==> config.mk <==
export PLATFORM = sky130hd
export DESIGN_NAME = asru_top
export DESIGN_NICKNAME = d
export VERILOG_FILES = /design/src/asru_pkg.sv /design/src/asru_top.sv
export SDC_FILE = /design/constraint.sdc
export NUM_CORES = 1
export LEC_CHECK = 0
export BUFFER_PORTS_ARGS = -buffer_cell sky130_fd_sc_hd__buf_2
export CAP_MARGIN = 20
export CORE_MARGIN = 5
export CORE_UTILIZATION = 30
export CTS_BUF_LIST = sky130_fd_sc_hd__clkbuf_8
export DETAILED_ROUTE_END_ITERATION = 16
export REMOVE_ABC_BUFFERS = 1
export SYNTH_ARGS = -nofsm -noshare
export SYNTH_HDL_FRONTEND = slang
export SYNTH_SLANG_ARGS = --single-unit
==> constraint.sdc <==
create_clock -name clk -period 4.1 [get_ports clk]
set_input_delay 1.23 -clock clk [delete_from_list [all_inputs] [get_ports clk]]
set_output_delay 1.23 -clock clk [all_outputs]
set_load 0.05 [all_outputs]
==> src/asru_pkg.sv <==
// Package of offsets, instruction fields and status bits for the shift unit
package asru_pkg;
   // Register byte offsets on the AXI4-Lite slave
   localparam logic [7:0] A_INSTR = 8'h00;
   localparam logic [7:0] A_OPND = 8'h04;
   localparam logic [7:0] A_CNT = 8'h08;
   localparam logic [7:0] A_STW_IN = 8'h0C;
   localparam logic [7:0] A_PTR_IN = 8'h10;
   localparam logic [7:0] A_CTRL = 8'h14;
   localparam logic [7:0] A_RESULT = 8'h18;
   localparam logic [7:0] A_STW_OUT = 8'h1C;
   localparam logic [7:0] A_PTR_OUT = 8'h20;
   localparam logic [7:0] A_EA = 8'h24;
   localparam logic [7:0] A_STAT = 8'h28;
   localparam int unsigned OFFS_W = 8;
   // Instruction word fields
   localparam int unsigned INSTR_W = 24;
   localparam int unsigned F_OP_HI = 23;
   localparam int unsigned F_OP_LO = 15;
   localparam int unsigned F_B = 14;
   localparam int unsigned F_W_HI = 14;
   localparam int unsigned F_W_LO = 11;
   localparam int unsigned F_Q_HI = 13;
   localparam int unsigned F_Q_LO = 11;
   localparam int unsigned F_D_HI = 10;
   localparam int unsigned F_D_LO = 7;
   localparam int unsigned F_P_HI = 6;
   localparam int unsigned F_P_LO = 4;
   localparam int unsigned F_S_HI = 3;
   localparam int unsigned F_S_LO = 0;
   // Opcode patterns and count selectors
   localparam logic [8:0] OP_ONE = 9'h1A3;
   localparam logic [8:0] OP_MULTI = 9'h1BD;
   localparam logic [2:0] SEL_LIT = 3'h4;
   localparam logic [2:0] SEL_REG = 3'h0;
   // Addressing modes
   localparam logic [2:0] M_DIR = 3'h0;
   localparam logic [2:0] M_IND = 3'h1;
   localparam logic [2:0] M_PDEC = 3'h2;
   localparam logic [2:0] M_PINC = 3'h3;
   localparam logic [2:0] M_PREDEC = 3'h4;
   localparam logic [15:0] STEP_B = 16'h0001;
   localparam logic [15:0] STEP_W = 16'h0002;
   localparam logic [15:0] MAX_SHIFT = 16'h000F;
   // Status word bit positions
   localparam int unsigned STW_C = 0;
   localparam int unsigned STW_Z = 1;
   localparam int unsigned STW_N = 3;
   // Unit status and control bit positions
   localparam int unsigned ST_DONE = 0;
   localparam int unsigned ST_ILL = 1;
   localparam int unsigned ST_BYTE = 2;
   localparam int unsigned ST_DMEM = 3;
   localparam int unsigned ST_SMEM = 4;
   localparam int unsigned ST_DIDX = 8;
   localparam int unsigned CT_SAT = 0;
   // AXI responses
   localparam logic [1:0] RESP_OKAY = 2'h0;
   localparam logic [1:0] RESP_SLVERR = 2'h2;
endpackage

==> src/asru_top.sv <==
// Arithmetic shift-right unit with an AXI4-Lite register slave
// Operation
// - Word one-bit shift: source bit 15 fills bits 15,14; bits 14:1 move down.
// - Byte bit selects width; byte shift: bit 7 fills 7,6; bits 6:1 move down.
// - One-bit shift loads the source bit 0 into carry.
// - One-bit shift updates negative, zero, carry only.
// - One-bit shift accepts direct, indirect, post-inc, post-dec, pre-dec operands.
// - One-bit opcode: q destination mode, d destination, p source mode, s source.
// - One-bit shift is one word and one cycle.
// - Literal variant shifts by the four-bit unsigned literal, 0 to 15.
// - Multi-bit shifts replicate base bit 15 into vacated top bits.
// - Literal opcode: w base, d destination, k literal.
// - Literal variant uses direct registers only.
// - Multi-bit shifts update negative and zero only, carry kept.
// - Register-count variant shifts by count register bits 3:0.
// - Count opcode: w base, d destination, s count; direct registers only.
// - Count above 15 may saturate to all sign bits, selectable.
// - Multi-bit shifts are word only, one word, one cycle.
//
// Added by the designer: the register addresses and the AXI4-Lite register port.
`timescale 1ns/1ps
module asru_top #(
   parameter int ADDR_W = 8
) (
   // Clock and reset
   input wire logic clk,
   input wire logic rst_n,
   // AXI4-Lite write address
   input wire logic [ADDR_W-1:0] s_axi_awaddr,
   input wire logic s_axi_awvalid,
   output logic s_axi_awready,
   // AXI4-Lite write data
   input wire logic [31:0] s_axi_wdata,
   input wire logic [3:0] s_axi_wstrb,
   input wire logic s_axi_wvalid,
   output logic s_axi_wready,
   // AXI4-Lite write response
   output logic [1:0] s_axi_bresp,
   output logic s_axi_bvalid,
   input wire logic s_axi_bready,
   // AXI4-Lite read address
   input wire logic [ADDR_W-1:0] s_axi_araddr,
   input wire logic s_axi_arvalid,
   output logic s_axi_arready,
   // AXI4-Lite read data
   output logic [31:0] s_axi_rdata,
   output logic [1:0] s_axi_rresp,
   output logic s_axi_rvalid,
   input wire logic s_axi_rready
);
   typedef enum logic [1:0] {ST_IDLE = 2'b01, ST_EXEC = 2'b10} asru_state_t;

   // Refuse address widths that cannot hold the register map
   if (ADDR_W < 8) begin : g_addr_chk
      $error("asru_top: ADDR_W must be at least 8");
   end

   ////////////////////////////////////////////////////////////////////////////
   // Storage
   logic [23:0] instr_r;
   logic [15:0] opnd_r;
   logic [15:0] cnt_r;
   logic [15:0] stw_in_r;
   logic [31:0] ptr_in_r;
   logic sat_en_r;
   logic [15:0] result_r;
   logic [15:0] stw_out_r;
   logic [31:0] ptr_out_r;
   logic [31:0] ea_r;
   logic done_r, ill_r, byte_r, dmem_r, smem_r;
   logic [3:0] didx_r;
   asru_state_t state_r;
   logic aw_hold_r, w_hold_r;
   logic [ADDR_W-1:0] aw_addr_r;
   logic [31:0] w_data_r;
   logic [3:0] w_strb_r;

   ////////////////////////////////////////////////////////////////////////////
   // Functions
   // Offset is valid only when aligned and inside the low window
   function automatic logic addr_ok(input logic [ADDR_W-1:0] a);
      return ((a >> asru_pkg::OFFS_W) == '0) && (a[1:0] == 2'h0);
   endfunction

   // Readable value of a register, zero where unmapped
   function automatic logic [31:0] reg_val(input logic [7:0] o);
      logic [31:0] v;
      v = 32'h0000_0000;
      case (o)
         asru_pkg::A_INSTR: v[23:0] = instr_r;
         asru_pkg::A_OPND: v[15:0] = opnd_r;
         asru_pkg::A_CNT: v[15:0] = cnt_r;
         asru_pkg::A_STW_IN: v[15:0] = stw_in_r;
         asru_pkg::A_PTR_IN: v = ptr_in_r;
         asru_pkg::A_CTRL: v[asru_pkg::CT_SAT] = sat_en_r;
         asru_pkg::A_RESULT: v[15:0] = result_r;
         asru_pkg::A_STW_OUT: v[15:0] = stw_out_r;
         asru_pkg::A_PTR_OUT: v = ptr_out_r;
         asru_pkg::A_EA: v = ea_r;
         asru_pkg::A_STAT: begin
            v[asru_pkg::ST_DONE] = done_r;
            v[asru_pkg::ST_ILL] = ill_r;
            v[asru_pkg::ST_BYTE] = byte_r;
            v[asru_pkg::ST_DMEM] = dmem_r;
            v[asru_pkg::ST_SMEM] = smem_r;
            v[asru_pkg::ST_DIDX +: 4] = didx_r;
         end
         default: v = 32'h0000_0000;
      endcase
      return v;
   endfunction

   // Offset is a known register
   function automatic logic mapped(input logic [7:0] o);
      return o <= asru_pkg::A_STAT;
   endfunction

   // Sign-filling right shift of a word
   function automatic logic [15:0] asr16(input logic [15:0] x, input logic [3:0] n);
      return $unsigned($signed(x) >>> n);
   endfunction

   // Only the modes this shift supports are legal
   function automatic logic mode_ok(input logic [2:0] m);
      return m <= asru_pkg::M_PREDEC;
   endfunction

   // Effective address and updated pointer, as {ea, new pointer}
   function automatic logic [31:0] ptr_step(input logic [2:0] m, input logic [15:0] p,
                                           input logic [15:0] st);
      logic [15:0] dn;
      dn = p - st;
      case (m)
         asru_pkg::M_IND: return {p, p};
         asru_pkg::M_PDEC: return {p, dn};
         asru_pkg::M_PINC: return {p, 16'(p + st)};
         asru_pkg::M_PREDEC: return {dn, dn};
         default: return {16'h0000, p};
      endcase
   endfunction

   ////////////////////////////////////////////////////////////////////////////
   // AXI4-Lite write side
   logic wr_fire, start;
   logic [7:0] aw_off;
   logic [31:0] wmerge_c;
   assign wr_fire = aw_hold_r & w_hold_r & ~s_axi_bvalid;
   assign aw_off = aw_addr_r[7:0];
   assign start = wr_fire & addr_ok(aw_addr_r) & (aw_off == asru_pkg::A_INSTR);

   // Byte lanes merge into the current register value
   always_comb begin
      logic [31:0] cur;
      cur = reg_val(aw_off);
      for (int i = 0; i < 4; i++) begin
         wmerge_c[i*8 +: 8] = w_strb_r[i] ? w_data_r[i*8 +: 8] : cur[i*8 +: 8];
      end
   end

   // Address and data are taken in either order and held until the write
   always_ff @(posedge clk or negedge rst_n) begin
      if (!rst_n) begin
         s_axi_awready <= 1'b0;
         s_axi_wready <= 1'b0;
         aw_hold_r <= 1'b0;
         w_hold_r <= 1'b0;
         aw_addr_r <= '0;
         w_data_r <= 32'h0000_0000;
         w_strb_r <= 4'h0;
      end else begin
         s_axi_awready <= s_axi_awvalid & ~s_axi_awready & ~aw_hold_r & ~s_axi_bvalid;
         s_axi_wready <= s_axi_wvalid & ~s_axi_wready & ~w_hold_r & ~s_axi_bvalid;
         if (s_axi_awvalid && s_axi_awready) begin
            aw_hold_r <= 1'b1;
            aw_addr_r <= s_axi_awaddr;
         end else if (wr_fire) begin
            aw_hold_r <= 1'b0;
         end
         if (s_axi_wvalid && s_axi_wready) begin
            w_hold_r <= 1'b1;
            w_data_r <= s_axi_wdata;
            w_strb_r <= s_axi_wstrb;
         end else if (wr_fire) begin
            w_hold_r <= 1'b0;
         end
      end
   end

   // Response follows both halves; unknown offsets answer SLVERR
   always_ff @(posedge clk or negedge rst_n) begin
      if (!rst_n) begin
         s_axi_bvalid <= 1'b0;
         s_axi_bresp <= asru_pkg::RESP_OKAY;
      end else if (wr_fire) begin
         s_axi_bvalid <= 1'b1;
         s_axi_bresp <= (addr_ok(aw_addr_r) && mapped(aw_off)) ?
                        asru_pkg::RESP_OKAY : asru_pkg::RESP_SLVERR;
      end else if (s_axi_bready) begin
         s_axi_bvalid <= 1'b0;
      end
   end

   // Software-written operand and control registers; results are read-only
   always_ff @(posedge clk or negedge rst_n) begin
      if (!rst_n) begin
         instr_r <= 24'h00_0000;
         opnd_r <= 16'h0000;
         cnt_r <= 16'h0000;
         stw_in_r <= 16'h0000;
         ptr_in_r <= 32'h0000_0000;
         sat_en_r <= 1'b0;
      end else if (wr_fire && addr_ok(aw_addr_r)) begin
         case (aw_off)
            asru_pkg::A_INSTR: instr_r <= wmerge_c[asru_pkg::INSTR_W-1:0];
            asru_pkg::A_OPND: opnd_r <= wmerge_c[15:0];
            asru_pkg::A_CNT: cnt_r <= wmerge_c[15:0];
            asru_pkg::A_STW_IN: stw_in_r <= wmerge_c[15:0];
            asru_pkg::A_PTR_IN: ptr_in_r <= wmerge_c;
            asru_pkg::A_CTRL: sat_en_r <= wmerge_c[asru_pkg::CT_SAT];
            default: ;
         endcase
      end
   end

   ////////////////////////////////////////////////////////////////////////////
   // AXI4-Lite read side
   always_ff @(posedge clk or negedge rst_n) begin
      if (!rst_n) begin
         s_axi_arready <= 1'b0;
         s_axi_rvalid <= 1'b0;
         s_axi_rdata <= 32'h0000_0000;
         s_axi_rresp <= asru_pkg::RESP_OKAY;
      end else begin
         s_axi_arready <= s_axi_arvalid & ~s_axi_arready & ~s_axi_rvalid;
         if (s_axi_arvalid && s_axi_arready) begin
            s_axi_rvalid <= 1'b1;
            s_axi_rdata <= addr_ok(s_axi_araddr) ? reg_val(s_axi_araddr[7:0]) : '0;
            s_axi_rresp <= (addr_ok(s_axi_araddr) && mapped(s_axi_araddr[7:0])) ?
                           asru_pkg::RESP_OKAY : asru_pkg::RESP_SLVERR;
         end else if (s_axi_rready) begin
            s_axi_rvalid <= 1'b0;
         end
      end
   end

   ////////////////////////////////////////////////////////////////////////////
   // Decode and shift datapath
   logic one_c, lit_c, reg_c, byte_c, sat_c, ill_c;
   logic [2:0] qm, pm;
   logic [15:0] step_c, res_c, stw_c;
   logic [31:0] sp_c, dp_c;
   assign qm = instr_r[asru_pkg::F_Q_HI:asru_pkg::F_Q_LO];
   assign pm = instr_r[asru_pkg::F_P_HI:asru_pkg::F_P_LO];

   // Opcode match picks the variant; count selector splits the multi-bit forms
   always_comb begin
      logic multi;
      logic [2:0] sel;
      multi = instr_r[asru_pkg::F_OP_HI:asru_pkg::F_OP_LO] == asru_pkg::OP_MULTI;
      sel = instr_r[asru_pkg::F_P_HI:asru_pkg::F_P_LO];
      one_c = instr_r[asru_pkg::F_OP_HI:asru_pkg::F_OP_LO] == asru_pkg::OP_ONE;
      lit_c = multi && (sel == asru_pkg::SEL_LIT);
      reg_c = multi && (sel == asru_pkg::SEL_REG);
      byte_c = one_c && instr_r[asru_pkg::F_B];
      ill_c = !(one_c || lit_c || reg_c) || (one_c && !(mode_ok(qm) && mode_ok(pm)));
      sat_c = reg_c && sat_en_r && (cnt_r > asru_pkg::MAX_SHIFT);
   end

   // Pointer stepping; multi-bit forms are register-direct so pointers stay
   always_comb begin
      step_c = byte_c ? asru_pkg::STEP_B : asru_pkg::STEP_W;
      sp_c = ptr_step(one_c ? pm : asru_pkg::M_DIR, ptr_in_r[15:0], step_c);
      dp_c = ptr_step(one_c ? qm : asru_pkg::M_DIR, ptr_in_r[31:16], step_c);
   end

   // Result and flags; the byte form leaves the upper byte zero for the core to merge
   always_comb begin
      res_c = 16'h0000;
      stw_c = stw_in_r;
      if (one_c && byte_c) begin
         res_c[7:0] = {opnd_r[7], opnd_r[7:1]};
      end else if (one_c) begin
         res_c = {opnd_r[15], opnd_r[15:1]};
      end else if (sat_c) begin
         res_c = {16{opnd_r[15]}};
      end else if (lit_c) begin
         res_c = asr16(opnd_r, instr_r[asru_pkg::F_S_HI:asru_pkg::F_S_LO]);
      end else if (reg_c) begin
         res_c = asr16(opnd_r, cnt_r[3:0]);
      end
      stw_c[asru_pkg::STW_N] = byte_c ? res_c[7] : res_c[15];
      stw_c[asru_pkg::STW_Z] = byte_c ? (res_c[7:0] == 8'h00) : (res_c == 16'h0000);
      if (one_c) begin
         stw_c[asru_pkg::STW_C] = opnd_r[0];
      end
   end

   ////////////////////////////////////////////////////////////////////////////
   // Execution sequencing: one cycle after the instruction write
   always_ff @(posedge clk or negedge rst_n) begin
      if (!rst_n) begin
         state_r <= ST_IDLE;
      end else begin
         case (state_r)
            ST_IDLE: state_r <= start ? ST_EXEC : ST_IDLE;
            ST_EXEC: state_r <= start ? ST_EXEC : ST_IDLE;
            default: state_r <= ST_IDLE;
         endcase
      end
   end

   // Done is set by completion and cleared by a new instruction; set wins
   always_ff @(posedge clk or negedge rst_n) begin
      if (!rst_n) begin
         done_r <= 1'b0;
      end else if (state_r == ST_EXEC) begin
         done_r <= 1'b1;
      end else if (start) begin
         done_r <= 1'b0;
      end
   end

   // Results latch in the execute cycle; an illegal word keeps the result and copies the input status word out
   always_ff @(posedge clk or negedge rst_n) begin
      if (!rst_n) begin
         result_r <= 16'h0000;
         stw_out_r <= 16'h0000;
         ptr_out_r <= 32'h0000_0000;
         ea_r <= 32'h0000_0000;
         ill_r <= 1'b0;
         byte_r <= 1'b0;
         dmem_r <= 1'b0;
         smem_r <= 1'b0;
         didx_r <= 4'h0;
      end else if (state_r == ST_EXEC) begin
         ill_r <= ill_c;
         byte_r <= byte_c;
         didx_r <= instr_r[asru_pkg::F_D_HI:asru_pkg::F_D_LO];
         dmem_r <= one_c && (qm != asru_pkg::M_DIR);
         smem_r <= one_c && (pm != asru_pkg::M_DIR);
         if (ill_c) begin
            stw_out_r <= stw_in_r;
            ptr_out_r <= ptr_in_r;
            ea_r <= 32'h0000_0000;
         end else begin
            result_r <= res_c;
            stw_out_r <= stw_c;
            ptr_out_r <= {dp_c[15:0], sp_c[15:0]};
            ea_r <= {dp_c[31:16], sp_c[31:16]};
         end
      end
   end

   logic ex;
   assign ex = state_r == ST_EXEC;
endmodule // asru_top

==> impl_metrics.csv <==
group,metric,value,unit
status,outcome,"complete, no violations",
cts,cts_max_path_buffers,3,
drt,wl_per_cell,25.6,um
critical_path,worstReg2RegEnd,"ptr_out_r[31]",
cells_and_area,final_cell_area,20300,um^2
floorplan,die_x,253,um
global_routing,grt_overflow,0,
hold_path,hold_depth,1,
hold_path,hold_end,"s_axi_arready",
critical_path,cp_top_family,"simple AND/OR/NAND/NOR gates",
logic_synthesis,synthCells,1791,
critical_path,reg2reg_from,"instr_r[18]",
placement,dpl_cell_area,19200,um^2
global_routing,gr-max-usage-layer,"met2",
logic_synthesis,avgSynthCellArea,9.86,um^2
floorplan,start_util,30.1,%
power_and_ir_drop,leakage,8.70,nW
critical_path,ff2ff_path_depth,10,
placement,dp_hpwl,47800,um
drt,vias_per_cell,6.05,
timing,hold_viol,0,
logic_synthesis,synthTopCellsByCount,"296 x dfrtp_1, 181 x nand2_1, 156 x mux2_2",
timing,final-max-slew-violation-count,0,
global_routing,grt_pass1_wl,103000,um
drt,drtIter0Drc,1798,
logic_synthesis,synth.most_common_cell,"dfrtp_1",
cells_and_area,final_nets,1938,
placement,place_ws,539,ps
timing,tightestPinTransition,1100,ps
critical_path,arrival,4190,ps
floorplan,core_region_area,58700,um^2
timing,timing.final.crit_share,88.1,%
critical_path,r2r_slack,490,ps
critical_path,cp-start-kind,"flop",
power_and_ir_drop,power,7.63,mW
critical_path,crit_fanout,11,
cts,cts_resized,0,
placement,place_congestion,0.986,
logic_synthesis,synthTopCellsByArea,"dfrtp_1 42%, mux2_2 9.9%, mux4_2 4.1%",
floorplan,num_rows,89,
cts,cts_tree,"done",
logic_synthesis,netlist.area_leader.share,42.0,%
logic_synthesis,yosysTopAreaCell,"dfrtp_1",
logic_synthesis,synth_cell_type_count,81,
global_routing,grt.total_usage,20.8,%
cells_and_area,areaGrowthSynthToFinish,14.7,%
placement,io_buffers,97,
critical_path,slowest_delay,590,ps
cts,post-cts-setup-buffers,0,
cts,clock-sinks,297,
cells_and_area,final_util,34.5,%
critical_path,setup.worst_path.end_class,"flop",
timing,clock_skew,49.8,ps
drt,drc,0,
timing,rsz0062_at_grt,"no",
floorplan,num_io_pins,100,
power_and_ir_drop,power_density,377,nW/um^2
timing,relSlewSlack,26.5,%
timing,finalSetupViolCount,0,
timing,fin_setup_tns,0,ps
cts,clk_latency,670,ps
cts,cts_max_level,2,
global_routing,grtUsageMet1,26.5,%
hold_path,hold_class,"reg2reg",
logic_synthesis,synth-seq-cells,297,
critical_path,critPathKind,"reg2reg",
logic_synthesis,yosysSeqAreaShare,42.1,%
floorplan,fp.dieH,253,um
timing,finalCriticalPeriod,3610,ps
drt,postRouteAntennaNets,0,
floorplan,dieArea,63800,um^2
critical_path,critical_path.most_common_cell,"or3_1",
timing,finalWorstSetupSlack,487,ps
logic_synthesis,yosys_warnings,0,
critical_path,critPathRequiredTime,4670,ps
critical_path,path_cells,"nor4b_4 > nand4_4 > ha_1 > inv_1 > o21a_1 > or3_1 > or4_4 > or3_1 > a21oi_1 > o22a_1",
global_routing,grt_max_degree,94,
global_routing,grt_pass1_vias,16346,
logic_synthesis,async_flop_share,100,%
logic_synthesis,ys_dominant_reg_cell,"dfrtp_1",
global_routing,grtUsageMet2,34.4,%
cts,root_buffer,"clkbuf_8",
global_routing,antenna_found_initial,1,
cts,cts_buffers,51,
drt,dr.pass1.iters,10,
logic_synthesis,synthesis.area,17700,um^2
run,drv_cap,0,
power_and_ir_drop,ir_worst_vdd,0.000225,V
critical_path,cp_num_buf_inv,1,
hold_path,hold_start,"s_axi_rvalid",
global_routing,grtUsageMet3,4.00,%
timing,clock.fmax,0.277,GHz
drt,routed_wirelength,68600,um
cts,cts-hold-fix-buffers,0,
logic_synthesis,synth_edf_count,0,
critical_path,cp_slowest_cell,"or4_4",
cells_and_area,layout-drive-gt1-share,24.6,%
cts,clkTransAtPathRegs,60,ps
drt,vias,16231,
stage by stage:
stage | instances | hold slack (ps)
finish | 2683 | 457
CTS | 2681 | 467
detailed placement | 2591 | 457
global placement | 2591 | 443
floorplan | 1636 | 420
global route | 2682 | 497
state kept, by name, summed over array words and instances, names as in the netlist, 8 cells and up:
| register | cells |
|---|---|
| instr_r | 24 |
| result_r | 16 |
| aw_addr_r | 8 |
| ptr_out_r | 32 |
| ea_r | 32 |
| stw_in_r | 16 |
| cnt_r | 16 |
| ptr_in_r | 32 |
| s_axi_rdata | 32 |
| opnd_r | 16 |
| stw_out_r | 16 |
| w_data_r | 32 |
kinds of logic after synthesis:
| kind of cell | count (synthesis) | synth area share, % |
|---|---|---|
| other | 1 | 0.0212 |
| AND/OR/NAND/NOR | 514 | 14.5 |
| adder cells (fa/ha/maj) | 7 | 0.581 |
| multiplexers | 212 | 15.4 |
| flip-flops | 297 | 42.1 |
| XOR/XNOR | 19 | 0.943 |
| buffers and inverters | 182 | 3.98 |
| AO/OA/AOI/OAI | 559 | 22.5 |
where the power goes:
| group | switching, mW | total [mW] | internal [mW] |
|---|---|---|---|
| combinational | 0.715 | 1.26 | 0.544 |
| sequential | 0.382 | 3.60 | 3.22 |
| clock | 1.31 | 2.77 | 1.46 |
| total | 2.41 | 7.63 | 5.22 |
final cells by class:
| class | instances | area [um^2] |
|---|---|---|
| diodes | 1 | 2.50 |
| clock buffers | 60 | 826 |
| clock inverters | 30 | 193 |
| fillers | 5900 | 38400 |
| inverters | 26 | 97.6 |
| multi-input cells | 1313 | 9550 |
| flip-flops and latches | 297 | 7430 |
| well taps | 773 | 967 |
| repair buffers | 183 | 1180 |
cells in the final DEF (no fill, tap or decap), drive strengths merged, types with 8 or more instances in the layout:
master and instances:
and2 12, buf 183, a22o 30, a31oi 28, nor4 17, clkinv 10, nand4 15, nor2b 15
dfrtp 296, o211ai 16, o22ai 10, nor3 55, nand3 28, o21ai 128, a211oi 9, xnor2 10
xor2 9, nand2b 13, mux2 156, and3 20, a22oi 77, nor2 94, a21oi 68, inv 41
o2bb2ai 34, clkbuf 60, mux2i 24, a221oi 36, a222oi 35, mux4 32, a21o 17, nand2 181
nor3b 8, or3 20
layer usage:
| metal | up-vias | wire length, um |
|---|---|---|
| li1 | 7064 | - |
| met1 | 8147 | 27800 |
| met2 | 838 | 32400 |
| met3 | 182 | 5420 |
| met4 | 0 | 2960 |
| met5 | - | 0 |
how the worst max path moves through the flow:
stage	end	start	slack (ps)	cells after the start
5_1_grt	ptr_out_r[28]	instr_r[18]	210	12
3_5_place_dp	ptr_out_r[31]	instr_r[18]	540	10
6_report	ptr_out_r[31]	instr_r[18]	490	10
2_1_floorplan	ptr_out_r[11]	state_r[0]	-880	8
3_3_place_gp	ptr_out_r[31]	instr_r[18]	620	10
4_1_cts	ptr_out_r[31]	instr_r[18]	540	10
No activity file was read; power rests on OpenSTA's default activity.
